### src/fsk_iface_unused.sv
// spare source unit: holds no code
// assumes nothing of its surroundings

### src/fsk_iface_pkg.sv
// constants, types and mode encodings shared by the fsk serial interface files
// assumes a single 40 MHz system clock and pin-level control inputs
//
// Functional notes
// - mark frequency gives data 1, space frequency gives data 0.
// - mode 0 drives the demodulated bit stream straight to the data output.
// - mode 1 drops the start bit, keeps eight data bits plus stop bit.
// - a ninth shift pulse presents the stop bit for framing checks.
// - in fsk function ready idles high, low half a bit at word end in mode 0, at shifter load of the word in mode 1.
// - mode 1 first rising shift edge during ready low returns ready high.
// - in tone functions the shared pin carries delayed steering, low on qualified tone.
// - in tone functions, early tone flag high whenever raw detector accepts the tone.
// - guard node above threshold drives steering low; below it re-arms, steering high.
// - carrier output low while fsk present, with hold-off against brief dropouts.
// - demodulated data is suppressed until carrier detect is active.
// - two function selects choose fsk, line tone or handset tone detection.
// - mode 1 with both function selects low powers the block down.
// - selects 11 fsk, 10 handset tone, 01 line tone.
// - mode 0 drives the shift clock pin as a mid-bit strobe.
package fsk_iface_pkg;

	localparam int CLOCK_HZ = 40_000_000;
	localparam int BAUD_RATE = 1200;
	// one bit period in clocks, rounded down
	localparam int BIT_CYCLES = CLOCK_HZ / BAUD_RATE;
	localparam int HALF_BIT_CYCLES = BIT_CYCLES / 2;
	// carrier hold-off time
	localparam int CARRIER_HOLD_US = 10000;
	localparam int CARRIER_HOLD_CYCLES = CARRIER_HOLD_US * (CLOCK_HZ / 1_000_000);
	// width of the mode 0 mid-bit strobe, least time rounded up
	localparam int STROBE_NS = 2000;
	localparam int CLOCK_PERIOD_NS = 1_000_000_000 / CLOCK_HZ;
	localparam int STROBE_CYCLES = (STROBE_NS + CLOCK_PERIOD_NS - 1) / CLOCK_PERIOD_NS;

	localparam int WORD_BITS = 9;
	localparam int STOP_INDEX = 8;
	localparam int BUFFER_DEPTH = 2;
	localparam logic START_LEVEL = 1'h0;
	localparam logic MARK_LEVEL = 1'h1;

	typedef enum logic [1:0] {FUNC_OFF, FUNC_LINE_TONE, FUNC_HANDSET_TONE, FUNC_FSK} func_type;
	typedef enum logic [1:0] {DF_IDLE, DF_BITS, DF_PUSH} deframe_type;

endpackage

### src/word_link_if.sv
// valid/ready word path between the deframer, the buffer and the shifter
// assumes all parties share one clock
`timescale 1ns/1ps
`default_nettype none
interface word_link_if #(parameter int WIDTH = 9);
	logic inValid;
	logic inReady;
	logic [WIDTH-1:0] inWord;
	logic outValid;
	logic outReady;
	logic [WIDTH-1:0] outWord;
	modport producer (output inValid, output inWord, input inReady);
	modport buffer (input inValid, input inWord, output inReady,
		output outValid, output outWord, input outReady);
	modport consumer (input outValid, input outWord, output outReady);
endinterface
`default_nettype wire

### src/word_buffer.sv
// small flip-flop fifo on the received word path
// assumes depth is a power of two and one clock domain
`timescale 1ns/1ps
`default_nettype none
module word_buffer #(
	parameter int WIDTH = 9,
	parameter int DEPTH = 2
) (
	input wire logic clock,
	input wire logic rst_n,
	word_link_if.buffer link
);
	import fsk_iface_pkg::*;

	localparam int PW = (DEPTH > 1) ? $clog2(DEPTH) : 1;
	localparam logic [PW:0] DEPTH_COUNT = (PW+1)'(DEPTH);

	logic [WIDTH-1:0] mem_reg [DEPTH];
	logic [WIDTH-1:0] mem_next [DEPTH];
	logic [PW-1:0] wrPtr_reg, wrPtr_next, rdPtr_reg, rdPtr_next;
	logic [PW:0] count_reg, count_next;
	logic doPush, doPop;

	assign link.inReady = (count_reg != DEPTH_COUNT);
	assign link.outValid = (count_reg != '0);
	assign link.outWord = mem_reg[rdPtr_reg];

	always_comb
	begin
		doPush = link.inValid && link.inReady;
		doPop = link.outValid && link.outReady;
		mem_next = mem_reg;
		wrPtr_next = wrPtr_reg;
		rdPtr_next = rdPtr_reg;
		count_next = count_reg;
		if (doPush)
		begin
			mem_next[wrPtr_reg] = link.inWord;
			wrPtr_next = wrPtr_reg + 1'b1;
		end
		if (doPop)
			rdPtr_next = rdPtr_reg + 1'b1;
		if (doPush && !doPop)
			count_next = count_reg + 1'b1;
		else if (doPop && !doPush)
			count_next = count_reg - 1'b1;
	end

	always_ff @(posedge clock or negedge rst_n)
	begin
		if (!rst_n)
		begin
			for (int i = 0; i < DEPTH; i++)
				mem_reg[i] <= '0;
			wrPtr_reg <= '0;
			rdPtr_reg <= '0;
			count_reg <= '0;
		end
		else
		begin
			mem_reg <= mem_next;
			wrPtr_reg <= wrPtr_next;
			rdPtr_reg <= rdPtr_next;
			count_reg <= count_next;
		end
	end

	a_buffer_no_overflow: assert property (@(posedge clock) disable iff (!rst_n)
		count_reg <= DEPTH_COUNT)
		else $error("word buffer count beyond depth");

endmodule // word_buffer
`default_nettype wire

### src/fsk_serial_interface_ctrl.sv
// digital output side of the caller-identity receiver: data, shift clock,
// ready/steering, early tone flag, carrier detect, function and power control
// assumes demodulator and tone detector strobes arrive on the system clock;
// control pins, shift clock pin and guard comparator are asynchronous
`timescale 1ns/1ps
`default_nettype none
module fsk_serial_interface_ctrl #(
	parameter int HALF_BIT = fsk_iface_pkg::HALF_BIT_CYCLES,
	parameter int CARRIER_HOLD = fsk_iface_pkg::CARRIER_HOLD_CYCLES,
	parameter int DEPTH = fsk_iface_pkg::BUFFER_DEPTH
) (
	input wire logic clock,
	input wire logic rst_n,
	input wire logic iface_select,
	input wire logic function_select_a,
	input wire logic function_select_b,
	input wire logic demodBit,
	input wire logic bitMidStrobe,
	input wire logic carrierRaw,
	input wire logic toneRaw,
	input wire logic guard_time_node,
	input wire logic shift_clock_pin_in,
	output logic shift_clock_pin_out,
	output logic shift_clock_pin_oe,
	output logic dataOut,
	output logic ready_or_steering_n,
	output logic early_tone_flag,
	output logic carrier_present_n,
	output logic handsetInputSelect,
	output logic powerDown
);
	import fsk_iface_pkg::*;

	//////////////////////////////////////////////////////////////////////////
	// pin synchronisers
	logic shiftPrev_reg;
	logic [4:0] s1_reg, s2_reg;
	logic mode1, shiftRise;
	func_type func;
	always_ff @(posedge clock or negedge rst_n)
	begin
		if (!rst_n)
		begin
			s1_reg <= '0;
			s2_reg <= '0;
			shiftPrev_reg <= 1'h0;
		end
		else
		begin
			s1_reg <= {guard_time_node, shift_clock_pin_in, function_select_b,
				function_select_a, iface_select};
			s2_reg <= s1_reg;
			shiftPrev_reg <= s2_reg[3];
		end
	end

	assign mode1 = s2_reg[0];
	assign func = func_type'({s2_reg[1], s2_reg[2]});
	assign shiftRise = mode1 && s2_reg[3] && !shiftPrev_reg;
	logic fskOn, toneOn;
	assign fskOn = (func == FUNC_FSK);
	assign toneOn = (func == FUNC_LINE_TONE) || (func == FUNC_HANDSET_TONE);

	//////////////////////////////////////////////////////////////////////////
	// function and power control
	logic pd_reg, pd_next, hs_reg, hs_next, est_reg, est_next, std_reg, std_next;
	always_comb
	begin
		pd_next = mode1 && (func == FUNC_OFF);
		hs_next = (func == FUNC_HANDSET_TONE);
		est_next = toneOn && toneRaw;
		std_next = !(toneOn && s2_reg[4]);
	end
	always_ff @(posedge clock or negedge rst_n)
	begin
		if (!rst_n)
		begin
			pd_reg <= 1'h0;
			hs_reg <= 1'h0;
			est_reg <= 1'h0;
			std_reg <= 1'h1;
		end
		else
		begin
			pd_reg <= pd_next;
			hs_reg <= hs_next;
			est_reg <= est_next;
			std_reg <= std_next;
		end
	end
	assign powerDown = pd_reg;
	assign handsetInputSelect = hs_reg;
	assign early_tone_flag = est_reg;

	//////////////////////////////////////////////////////////////////////////
	// carrier detect with hold-off
	logic [$clog2(CARRIER_HOLD+1)-1:0] cdCnt_reg, cdCnt_next;
	logic cd_reg, cd_next;
	always_comb
	begin
		cdCnt_next = cdCnt_reg;
		cd_next = cd_reg;
		if (!fskOn)
		begin
			cdCnt_next = '0;
			cd_next = 1'h0;
		end
		else if (carrierRaw)
		begin
			cdCnt_next = '0;
			cd_next = 1'h1;
		end
		else if (cd_reg)
		begin
			// short dropouts must not end the carrier
			if (cdCnt_reg == $bits(cdCnt_reg)'(CARRIER_HOLD - 1))
			begin
				cd_next = 1'h0;
				cdCnt_next = '0;
			end
			else
				cdCnt_next = cdCnt_reg + 1'b1;
		end
	end
	always_ff @(posedge clock or negedge rst_n)
	begin
		if (!rst_n)
		begin
			cdCnt_reg <= '0;
			cd_reg <= 1'h0;
		end
		else
		begin
			cdCnt_reg <= cdCnt_next;
			cd_reg <= cd_next;
		end
	end
	assign carrier_present_n = !cd_reg;

	//////////////////////////////////////////////////////////////////////////
	// deframer: start bit, eight data bits, stop bit
	word_link_if #(.WIDTH(WORD_BITS)) link ();
	deframe_type df_reg, df_next;
	logic [WORD_BITS-1:0] sh_reg, sh_next;
	logic [3:0] bitCnt_reg, bitCnt_next;
	logic wordEnd;
	logic bitIn;
	assign bitIn = demodBit;
	always_comb
	begin
		df_next = df_reg;
		sh_next = sh_reg;
		bitCnt_next = bitCnt_reg;
		wordEnd = 1'h0;
		case (df_reg)
			DF_IDLE:
				if (cd_reg && bitMidStrobe && bitIn == START_LEVEL)
				begin
					df_next = DF_BITS;
					bitCnt_next = '0;
				end
			DF_BITS:
				if (!cd_reg)
					df_next = DF_IDLE;
				else if (bitMidStrobe)
				begin
					sh_next = {bitIn, sh_reg[WORD_BITS-1:1]};
					bitCnt_next = bitCnt_reg + 1'b1;
					if (bitCnt_reg == 4'(STOP_INDEX))
					begin
						wordEnd = 1'h1;
						df_next = mode1 ? DF_PUSH : DF_IDLE;
					end
				end
			DF_PUSH:
				// waits while the buffer is full rather than dropping the word
				if (link.inReady)
					df_next = DF_IDLE;
			default:
				df_next = DF_IDLE;
		endcase
		if (!fskOn)
			df_next = DF_IDLE;
	end

	always_ff @(posedge clock or negedge rst_n)
	begin
		if (!rst_n)
		begin
			df_reg <= DF_IDLE;
			sh_reg <= '0;
			bitCnt_reg <= '0;
		end
		else
		begin
			df_reg <= df_next;
			sh_reg <= sh_next;
			bitCnt_reg <= bitCnt_next;
		end
	end
	assign link.inValid = (df_reg == DF_PUSH);
	assign link.inWord = sh_reg;
	word_buffer #(.WIDTH(WORD_BITS), .DEPTH(DEPTH)) word_buffer_inst (
		.clock(clock),
		.rst_n(rst_n),
		.link(link.buffer)
	);

	//////////////////////////////////////////////////////////////////////////
	// mode 1 shifter, ready pulse, mode 0 strobe
	logic [WORD_BITS-1:0] out_reg, out_next;
	logic [3:0] shCnt_reg, shCnt_next;
	logic loaded_reg, loaded_next, take;
	logic data_reg, data_next, rdy_reg, rdy_next;
	logic [$clog2(HALF_BIT+1)-1:0] rdyCnt_reg, rdyCnt_next;
	logic [$clog2(STROBE_CYCLES+1)-1:0] stb_reg, stb_next;
	// stop bit stays readable; an unframed read yields only when the buffer is full
	assign take = mode1 && link.outValid && (!loaded_reg || shCnt_reg >= 4'(WORD_BITS)
		|| (shCnt_reg >= 4'(STOP_INDEX) && !link.inReady));
	assign link.outReady = take;
	always_comb
	begin
		out_next = out_reg;
		shCnt_next = shCnt_reg;
		loaded_next = loaded_reg;
		data_next = data_reg;
		rdy_next = rdy_reg;
		rdyCnt_next = rdyCnt_reg;
		stb_next = (stb_reg != '0) ? stb_reg - 1'b1 : stb_reg;
		if (!mode1)
		begin
			loaded_next = 1'h0;
			data_next = cd_reg ? bitIn : MARK_LEVEL;
			if (cd_reg && bitMidStrobe)
				stb_next = $bits(stb_reg)'(STROBE_CYCLES);
		end
		else if (take)
		begin
			out_next = link.outWord;
			shCnt_next = '0;
			loaded_next = 1'h1;
		end
		else if (shiftRise && loaded_reg && shCnt_reg < 4'(WORD_BITS))
		begin
			data_next = out_reg[shCnt_reg];
			shCnt_next = shCnt_reg + 1'b1;
		end
		if (rdy_reg)
		begin
			if (rdyCnt_reg == $bits(rdyCnt_reg)'(HALF_BIT - 1) || (mode1 && shiftRise))
				rdy_next = 1'h0;
			rdyCnt_next = rdyCnt_reg + 1'b1;
		end
		if ((mode1 && take) || (!mode1 && wordEnd))
		begin
			rdy_next = 1'h1;
			rdyCnt_next = '0;
		end
		if (!fskOn)
		begin
			rdy_next = 1'h0;
			loaded_next = 1'h0;
			stb_next = '0;
		end
	end

	always_ff @(posedge clock or negedge rst_n)
	begin
		if (!rst_n)
		begin
			out_reg <= '0;
			shCnt_reg <= '0;
			loaded_reg <= 1'h0;
			data_reg <= MARK_LEVEL;
			rdy_reg <= 1'h0;
			rdyCnt_reg <= '0;
			stb_reg <= '0;
		end
		else
		begin
			out_reg <= out_next;
			shCnt_reg <= shCnt_next;
			loaded_reg <= loaded_next;
			data_reg <= data_next;
			rdy_reg <= rdy_next;
			rdyCnt_reg <= rdyCnt_next;
			stb_reg <= stb_next;
		end
	end
	assign dataOut = data_reg;
	assign shift_clock_pin_oe = !mode1;
	assign shift_clock_pin_out = (stb_reg != '0);
	assign ready_or_steering_n = toneOn ? std_reg : !rdy_reg;

	//////////////////////////////////////////////////////////////////////////
	// checks
	a_ready_half_bit: assert property (@(posedge clock) disable iff (!rst_n)
		rdy_reg |-> rdyCnt_reg < $bits(rdyCnt_reg)'(HALF_BIT))
		else $error("ready pulse longer than half a bit");
	a_shift_clears_ready: assert property (@(posedge clock) disable iff (!rst_n)
		(fskOn && mode1 && rdy_reg && shiftRise && !take) |=> !rdy_reg)
		else $error("shift edge did not clear ready");
	a_mode0_passthru: assert property (@(posedge clock) disable iff (!rst_n)
		(!mode1 && cd_reg) |=> dataOut == $past(bitIn))
		else $error("mode 0 data not passed through");
	a_gated_no_carrier: assert property (@(posedge clock) disable iff (!rst_n)
		(!mode1 && !cd_reg) |=> dataOut == MARK_LEVEL)
		else $error("data not suppressed without carrier");
	a_steer_follows_guard: assert property (@(posedge clock) disable iff (!rst_n)
		(toneOn && s2_reg[4]) ##1 toneOn |-> !ready_or_steering_n)
		else $error("steering not low with guard high");
	a_early_tone: assert property (@(posedge clock) disable iff (!rst_n)
		(toneOn && toneRaw) |=> early_tone_flag)
		else $error("early tone flag missing");
	a_carrier_on: assert property (@(posedge clock) disable iff (!rst_n)
		(fskOn && carrierRaw) |=> !carrier_present_n)
		else $error("carrier not reported");
	a_power_down: assert property (@(posedge clock) disable iff (!rst_n)
		(mode1 && func == FUNC_OFF) |=> powerDown)
		else $error("power down not entered");
	a_shift_order: assert property (@(posedge clock) disable iff (!rst_n)
		(mode1 && shiftRise && loaded_reg && !take && shCnt_reg < 4'(WORD_BITS))
		|=> dataOut == $past(out_reg[shCnt_reg]))
		else $error("shifted bit out of order");
	a_strobe_mode0: assert property (@(posedge clock) disable iff (!rst_n)
		(!mode1 && fskOn && cd_reg && bitMidStrobe) |=> shift_clock_pin_out [*2])
		else $error("mid-bit strobe missing");
	c_word_mode1: cover property (@(posedge clock) disable iff (!rst_n) take ##1 rdy_reg);
	c_stop_bit: cover property (@(posedge clock) disable iff (!rst_n)
		shiftRise && shCnt_reg == 4'(STOP_INDEX));
	c_buffer_full: cover property (@(posedge clock) disable iff (!rst_n) !link.inReady);
	c_steering: cover property (@(posedge clock) disable iff (!rst_n)
		toneOn && !ready_or_steering_n);
endmodule // fsk_serial_interface_ctrl
`default_nettype wire

### config.mk
export PLATFORM = sky130hd
export DESIGN_NAME = fsk_serial_interface_ctrl
export DESIGN_NICKNAME = d
export VERILOG_FILES = /design/src/fsk_iface_unused.sv /design/src/fsk_iface_pkg.sv /design/src/word_link_if.sv /design/src/word_buffer.sv /design/src/fsk_serial_interface_ctrl.sv
export SDC_FILE = /design/constraint.sdc
export NUM_CORES = 1
export LEC_CHECK = 0
export ABC_AREA = 1
export BUFFER_PORTS_ARGS = -buffer_cell sky130_fd_sc_hd__buf_2
export CAP_MARGIN = 20
export CORE_UTILIZATION = 35
export CTS_CLUSTER_DIAMETER = 200
export DETAILED_ROUTE_END_ITERATION = 6
export SLEW_MARGIN = 20
export SYNTH_ARGS = -nofsm -noshare
export SYNTH_HDL_FRONTEND = slang
export SYNTH_SLANG_ARGS = --single-unit
### constraint.sdc
create_clock -name clock -period 2.6 [get_ports clock]
set_input_delay 0.52 -clock clock [delete_from_list [all_inputs] [get_ports clock]]
set_output_delay 0.52 -clock clock [all_outputs]
set_load 0.01 [all_outputs]
==> impl_metrics.csv, run 1 <==
group,metric,value,unit
placed_design,place_congestion,0.8428,
cells_and_area,largest_reg_flops,19,
worst_setup_path,cp_top_family,"flip-flops",
synth,synth_seq_cells,110,
synth,syn_area,5465,um2
timing,worst_pin_slew,0.5425,ns
global_routing,grt_pass1_vias,4000,
synth,synth_flop_cell,"dfrtp_1",
worst_setup_path,critPathLaunchType,"register",
timing,hold_viol_final,0,
timing,drv_slew,0,
worst_setup_path,path_cells,"inv_1 > ha_1 > nand2_1 > nand2_1 > nand2_2 > o21bai_4 > ha_1 > a21oi_1 > o21ai_0 > xor2_1",
synth,synth_edf_count,0,
cells_and_area,fillCellCount,1555,
clock_network,cts_tree,"built",
global_routing,grt_pass1_wl,19.04,mm
worst_setup_path,critPathMaxFanout,12,
synth,ys_warn_count,0,
clock_network,h-tree-depth,3,
cells_and_area,postLayoutCellArea,6068,um2
route,ant_nets,0,
clock_network,cts_root_buf,"clkbuf_16",
power_and_ir_drop,leakagePower,0.002822,uW
timing,final-setup-viol-count,0,
cells_and_area,mostFrequentLayoutCells,"176 x nand2_1, 108 x dfrtp_1, 93 x inv_1",
worst_setup_path,startpoint,"shCnt_reg[0]",
timing,fin_crit,2.102,ns
timing,grt_setup_unrepaired,"no",
floorplan,num_rows,45,
worst_setup_path,worst_setup_path_end_kind,"register",
clock_network,clk_latency,0.35,ns
global_routing,grt.total_usage,14.86,%
route,wirelength,10.72,mm
route,post_drt_wl_per_cell,12.14,um
timing,fmax,475.7,MHz
worst_setup_path,cp.required,2.83,ns
route,drt_iter0_markers,223,
floorplan,initial_utilization,35.95,%
global_routing,antenna_found_initial,0,
worst_setup_path,cpMaxStageDelayCell,"dfrtp_1",
floorplan,die_x,127.0,um
placed_design,dp_hpwl,7.679,mm
cells_and_area,areaGrowthSynthToFinish,11.03,%
synth,synthDistinctLibCells,33,
worst_setup_path,timing.critical_path.buf_inv,1,
synth,synthCells,669,
run_status,outcome,"complete, no violations",
route,first_pass_iters,5,
global_routing,busiest_layer,"met2",
timing,fin_tns_setup,0,ns
worst_setup_path,timing.rr.start,"shCnt_reg[0]",
cells_and_area,drive_gt1_share,9.640,%
power_and_ir_drop,ir_drop,404.7,uV
synth,avgSynthCellArea,8.169,um2
global_routing,grt_max_degree,44,
cells_and_area,nets,716,
clock_network,numCtsBuffers,9,
cells_and_area,final_common_cell,"nand2_1",
floorplan,ios,19,
clock_network,post_cts_resized,0,
clock_network,clkSlewWorstSetupHoldPaths,0.07,ns
timing,finalCritPeriodShare,80.85,%
global_routing,use_met1,19.67,%
global_routing,overflow,0,
floorplan,core-area,15200,um2
min_path,hold_path_class,"primary input to asynchronous set/reset pin",
floorplan,die-area,16120,um2
synth,synth_top_cell_area_share,49.45,%
synth,seq_area_frac_synth,50.41,%
worst_setup_path,cp.arrival,2.33,ns
worst_setup_path,slowest_delay,0.50,ns
route,viasPerCell,4.636,
clock_network,cts-root-to-sink-buffers,2,
clock_network,cts_setup_buffers,0,
placed_design,place_area,5753,um2
clock_network,cts.sinks,110,
clock_network,cts_hold_buf,0,
run,maxCapViolCount,0,
timing,slew_headroom,63.83,%
synth,synth_nets,695,
worst_setup_path,worstSetupPathType,"register to register",
global_routing,use_met2,24.11,%
global_routing,grtUsageMet3,4.049,%
synth,ys_top_cells_by_area,"dfrtp_1 49%, nand2_1 12%, inv_1 6.4%",
power_and_ir_drop,power.density,761.4,nW/um2
placed_design,port_buffers,18,
route,num_vias,4094,
floorplan,die_h,127.0,um
timing,finalClockSkew,0.006003,ns
synth,synth_top_area_cell,"dfrtp_1",
cells_and_area,n_antenna_cell,0,
route,drc,0,
synth,async_reset_ff_share,100.0,%
==> Yosys cell counts, drive strengths merged, types with 5 or more instances <==
| master | count |
|---|---|
| o21ai | 62 |
| inv | 97 |
| nand3 | 34 |
| o211ai | 10 |
| o22ai | 5 |
| xnor2 | 6 |
| ha | 15 |
| buf | 10 |
| dfrtp | 108 |
| nor3 | 9 |
| nand2 | 182 |
| a21oi | 16 |
| nand4 | 16 |
| xor2 | 9 |
| nor2 | 72 |
==> cell families (layout without fill, tap and decap cells) <==
logic type / after synthesis / in the layout / synth area share (%)
and+or+nand+nor: 321 / 321 / 25.53
DFF: 110 / 110 / 50.41
buffers and inverters: 110 / 136 / 8.310
AOI/OAI and AO/OA: 98 / 98 / 9.913
adders and majority gates: 15 / 15 / 3.434
xor gates and xnor gates: 15 / 15 / 2.404
==> report_power, final <==
group / leakage [uW] / total (uW) / switching, uW / internal, uW
clock network: 0.000153 / 1470 / 623 / 845
logic: 0.00122 / 1010 / 628 / 382
registers: 0.00145 / 2140 / 182 / 1960
total: 0.00282 / 4620 / 1430 / 3190
==> stage by stage <==
| stage | std cells | power [uW] | hold slack, ns | utilization [%] | setup WS (ns) |
|---|---|---|---|---|---|
| after floorplan | 669 | 2949 | 0.2244 | - | 0.5659 |
| after global placement | 867 | 3186 | 0.3326 | 37.84 | 0.4901 |
| after detailed placement | 867 | 3200 | 0.3364 | 37.84 | 0.4725 |
| after CTS | 883 | 4698 | 0.1377 | 39.92 | 0.4636 |
| after global routing | 883 | 4965 | 0.1595 | 39.92 | 0.2315 |
| final | 883 | 4620 | 0.1338 | 39.92 | 0.4978 |
==> worst paths after layout <==
path / to / cells after the start / slack, ns
max reg2reg: word_buffer_inst.count_reg[1] / 10 / 0.50
max in group asynchronous: dataOut / 2 / 1.81
max: word_buffer_inst.count_reg[1] / 10 / 0.50
min: word_buffer_inst.rdPtr_reg / 1 / 0.13
min reg2reg: s2_reg[4] / 0 / 0.35
min in group clock: s1_reg[1] / 1 / 0.27
==> metal layers <==
layer,share of wire (%),vias up
met5,0,-
met4,1.3,0
met3,2.9,13
met2,46,40
met1,50,1862
li1,-,2179
==> area by class of cell <==
class                           instances  area [um2]  area share (%)
Inverter                               97       364.1           6.000
Sequential cell                       110        2755           45.40
Tap cell                              188       235.2           3.876
Clock buffer                           10       229.0           3.773
Multi-Input combinational cell        449        2256           37.18
Timing Repair Buffer                   23       142.6           2.351
Clock inverter                          6       86.33           1.423
(Power assumes the default switching activity.)
==> inputs of run 2 (changes only) <==
==> constraint.sdc (replaced) <==
create_clock -name clock -period 2.01 [get_ports clock]
set_input_delay 0.402 -clock clock [delete_from_list [all_inputs] [get_ports clock]]
set_output_delay 0.402 -clock clock [all_outputs]
set_load 0.01 [all_outputs]
==> impl_metrics.csv, run 2 (same netlist as run 1, synthesis figures left out) <==
group,metric,value,unit
placed_design,placed_cells,875,
global_routing,grt.total_usage,14.97,%
placed_design,place_area,5838,um2
power_and_ir_drop,ir_drop,571.2,uV
worst_setup_path,rrSetupSlack,0.21,ns
timing,grt_setup_unrepaired,"no",
route,num_vias,4186,
global_routing,antenna_found_initial,0,
placed_design,dp_hpwl,7.937,mm
timing,hold_viol_final,0,
clock_network,clk_latency,0.35,ns
clock_network,cts_setup_buffers,0,
timing,finalCritPeriodShare,90.62,%
route,post_drt_wl_per_cell,12.21,um
floorplan,die_h,127.0,um
cells_and_area,regArea,2755,um2
worst_setup_path,cpMaxStageDelayCell,"dfrtp_1",
route,viasPerCell,4.698,
clock_network,cts-root-to-sink-buffers,2,
run,maxCapViolCount,0,
floorplan,die-area,16120,um2
timing,final-setup-viol-count,0,
power_and_ir_drop,leakagePower,0.002860,uW
timing,slew_headroom,63.20,%
power_and_ir_drop,power.density,976.6,nW/um2
clock_network,cts_tree,"built",
placed_design,port_buffers,18,
cells_and_area,multiInputGateArea,2261,um2
timing,fin_tns_setup,0,ns
worst_setup_path,path_cells,"inv_1 > ha_1 > o21ai_0 > buf_2",
cells_and_area,instances_no_fill,891,
route,ant_nets,0,
clock_network,clkSlewWorstSetupHoldPaths,0.07,ns
global_routing,grt_pass1_wl,19.09,mm
min_path,hold_path_class,"primary input to asynchronous set/reset pin",
floorplan,num_rows,45,
global_routing,grt_pass1_vias,4048,
cells_and_area,drive_gt1_share,10.81,%
power_and_ir_drop,switching_power,1905,uW
power_and_ir_drop,swShare,31.71,%
floorplan,initial_utilization,35.95,%
cells_and_area,areaGrowthSynthToFinish,12.57,%
power_and_ir_drop,total_power,6008,uW
route,drc,0,
cells_and_area,nets,724,
cells_and_area,fillCellCount,1552,
worst_setup_path,cp.required,1.61,ns
power_and_ir_drop,power_frac_seq,46.1,%
cells_and_area,mostFrequentLayoutCells,"176 x nand2_1, 108 x dfrtp_1, 93 x inv_1",
power_and_ir_drop,power_frac_clock,30.7,%
cells_and_area,final_common_cell,"nand2_1",
floorplan,core-area,15200,um2
worst_setup_path,slowest_delay,0.38,ns
worst_setup_path,critPathLaunchType,"register",
floorplan,ios,19,
clock_network,cts.sinks,110,
worst_setup_path,cp.arrival,1.42,ns
power_and_ir_drop,p_int,4103,uW
placed_design,place_congestion,0.8223,
timing,fmax,549.0,MHz
cells_and_area,n_antenna_cell,0,
worst_setup_path,worst_setup_path_end_kind,"output port",
worst_setup_path,worstSetupPathType,"register to output port",
clock_network,h-tree-depth,3,
cells_and_area,postLayoutCellArea,6152,um2
run_status,outcome,"complete, no violations",
cells_and_area,largest_reg_flops,19,
timing,worst_pin_slew,0.5520,ns
route,wirelength,10.88,mm
route,first_pass_iters,4,
clock_network,cts_root_buf,"clkbuf_16",
worst_setup_path,critPathMaxFanout,4,
floorplan,die_x,127.0,um
global_routing,grt_max_degree,35,
timing,fin_crit,1.821,ns
clock_network,numCtsBuffers,9,
global_routing,overflow,0,
timing,drv_slew,0,
power_and_ir_drop,p_comb_share,23.1,%
timing,finalClockSkew,0.006251,ns
route,drt_iter0_markers,203,
[run 2: through the flow]
step / util [%] / setup WS (ns) / hold slack (ns)
after floorplan: - / 0.01537 / 0.1064
after global placement: 38.40 / 0.1934 / 0.3326
after detailed placement: 38.40 / 0.1172 / 0.3347
after CTS: 40.44 / 0.1120 / 0.02818
after global routing: 40.47 / 0.05837 / 0.05158
final: 40.47 / 0.1886 / 0.01725
[run 2: what timing repair did]
| action | CTS | global route |
|---|---|---|
| resized for setup | 0 | 1 |
| hold buffers | 0 | 0 |
| endpoints found under the setup margin | 0 | 4 |
| endpoints found under the hold margin | 0 | 0 |
[run 2: final timing paths]
kind / startpoint / to / cells after the start
min: rst_n / out_reg[3] / 1
min reg2reg: s1_reg[2] / s2_reg[2] / 0
max: s2_reg[1] / ready_or_steering_n / 4
max in group asynchronous: rst_n / std_reg / 2
min in group clock: shift_clock_pin_in / s1_reg[3] / 1
max reg2reg: shCnt_reg[1] / word_buffer_inst.count_reg[1] / 10
[run 2: power groups by stage]
stage	clock (uW)	sequential [uW]	combinational [uW]
after floorplan	0	2720	1090
after global placement	0	2810	1390
after detailed placement	0	2810	1400
after CTS	1910	2770	1410
after global routing	1990	2820	1620
final	1850	2770	1390
[run 2: worst max-delay path: cells and delay by family, from the launching register on]
kind / cells / cell delay [ns]
DFF: 1 / 0.38
adders and majority gates: 1 / 0.33
buffers and inverters: 2 / 0.20
AOI/OAI and AO/OA: 1 / 0.16
[run 2: final cells by class]
cell class / instances / area share [%]
Sequential cell: 110 / 44.78
Multi-Input combinational cell: 449 / 36.75
Inverter: 97 / 5.918
Clock buffer: 10 / 3.884
Tap cell: 188 / 3.823
Timing Repair Buffer: 31 / 3.701
Clock inverter: 6 / 1.139
[run 2: per-layer routing]
layer / vias to the layer above / global-route usage, % / wire (um)
li1: 2183 / - / -
met3: 6 / 3.543 / 354
met4: 0 / 4.412 / 114
met1: 1956 / 20.00 / 5527
met5: - / 0 / 0
met2: 41 / 24.14 / 4878
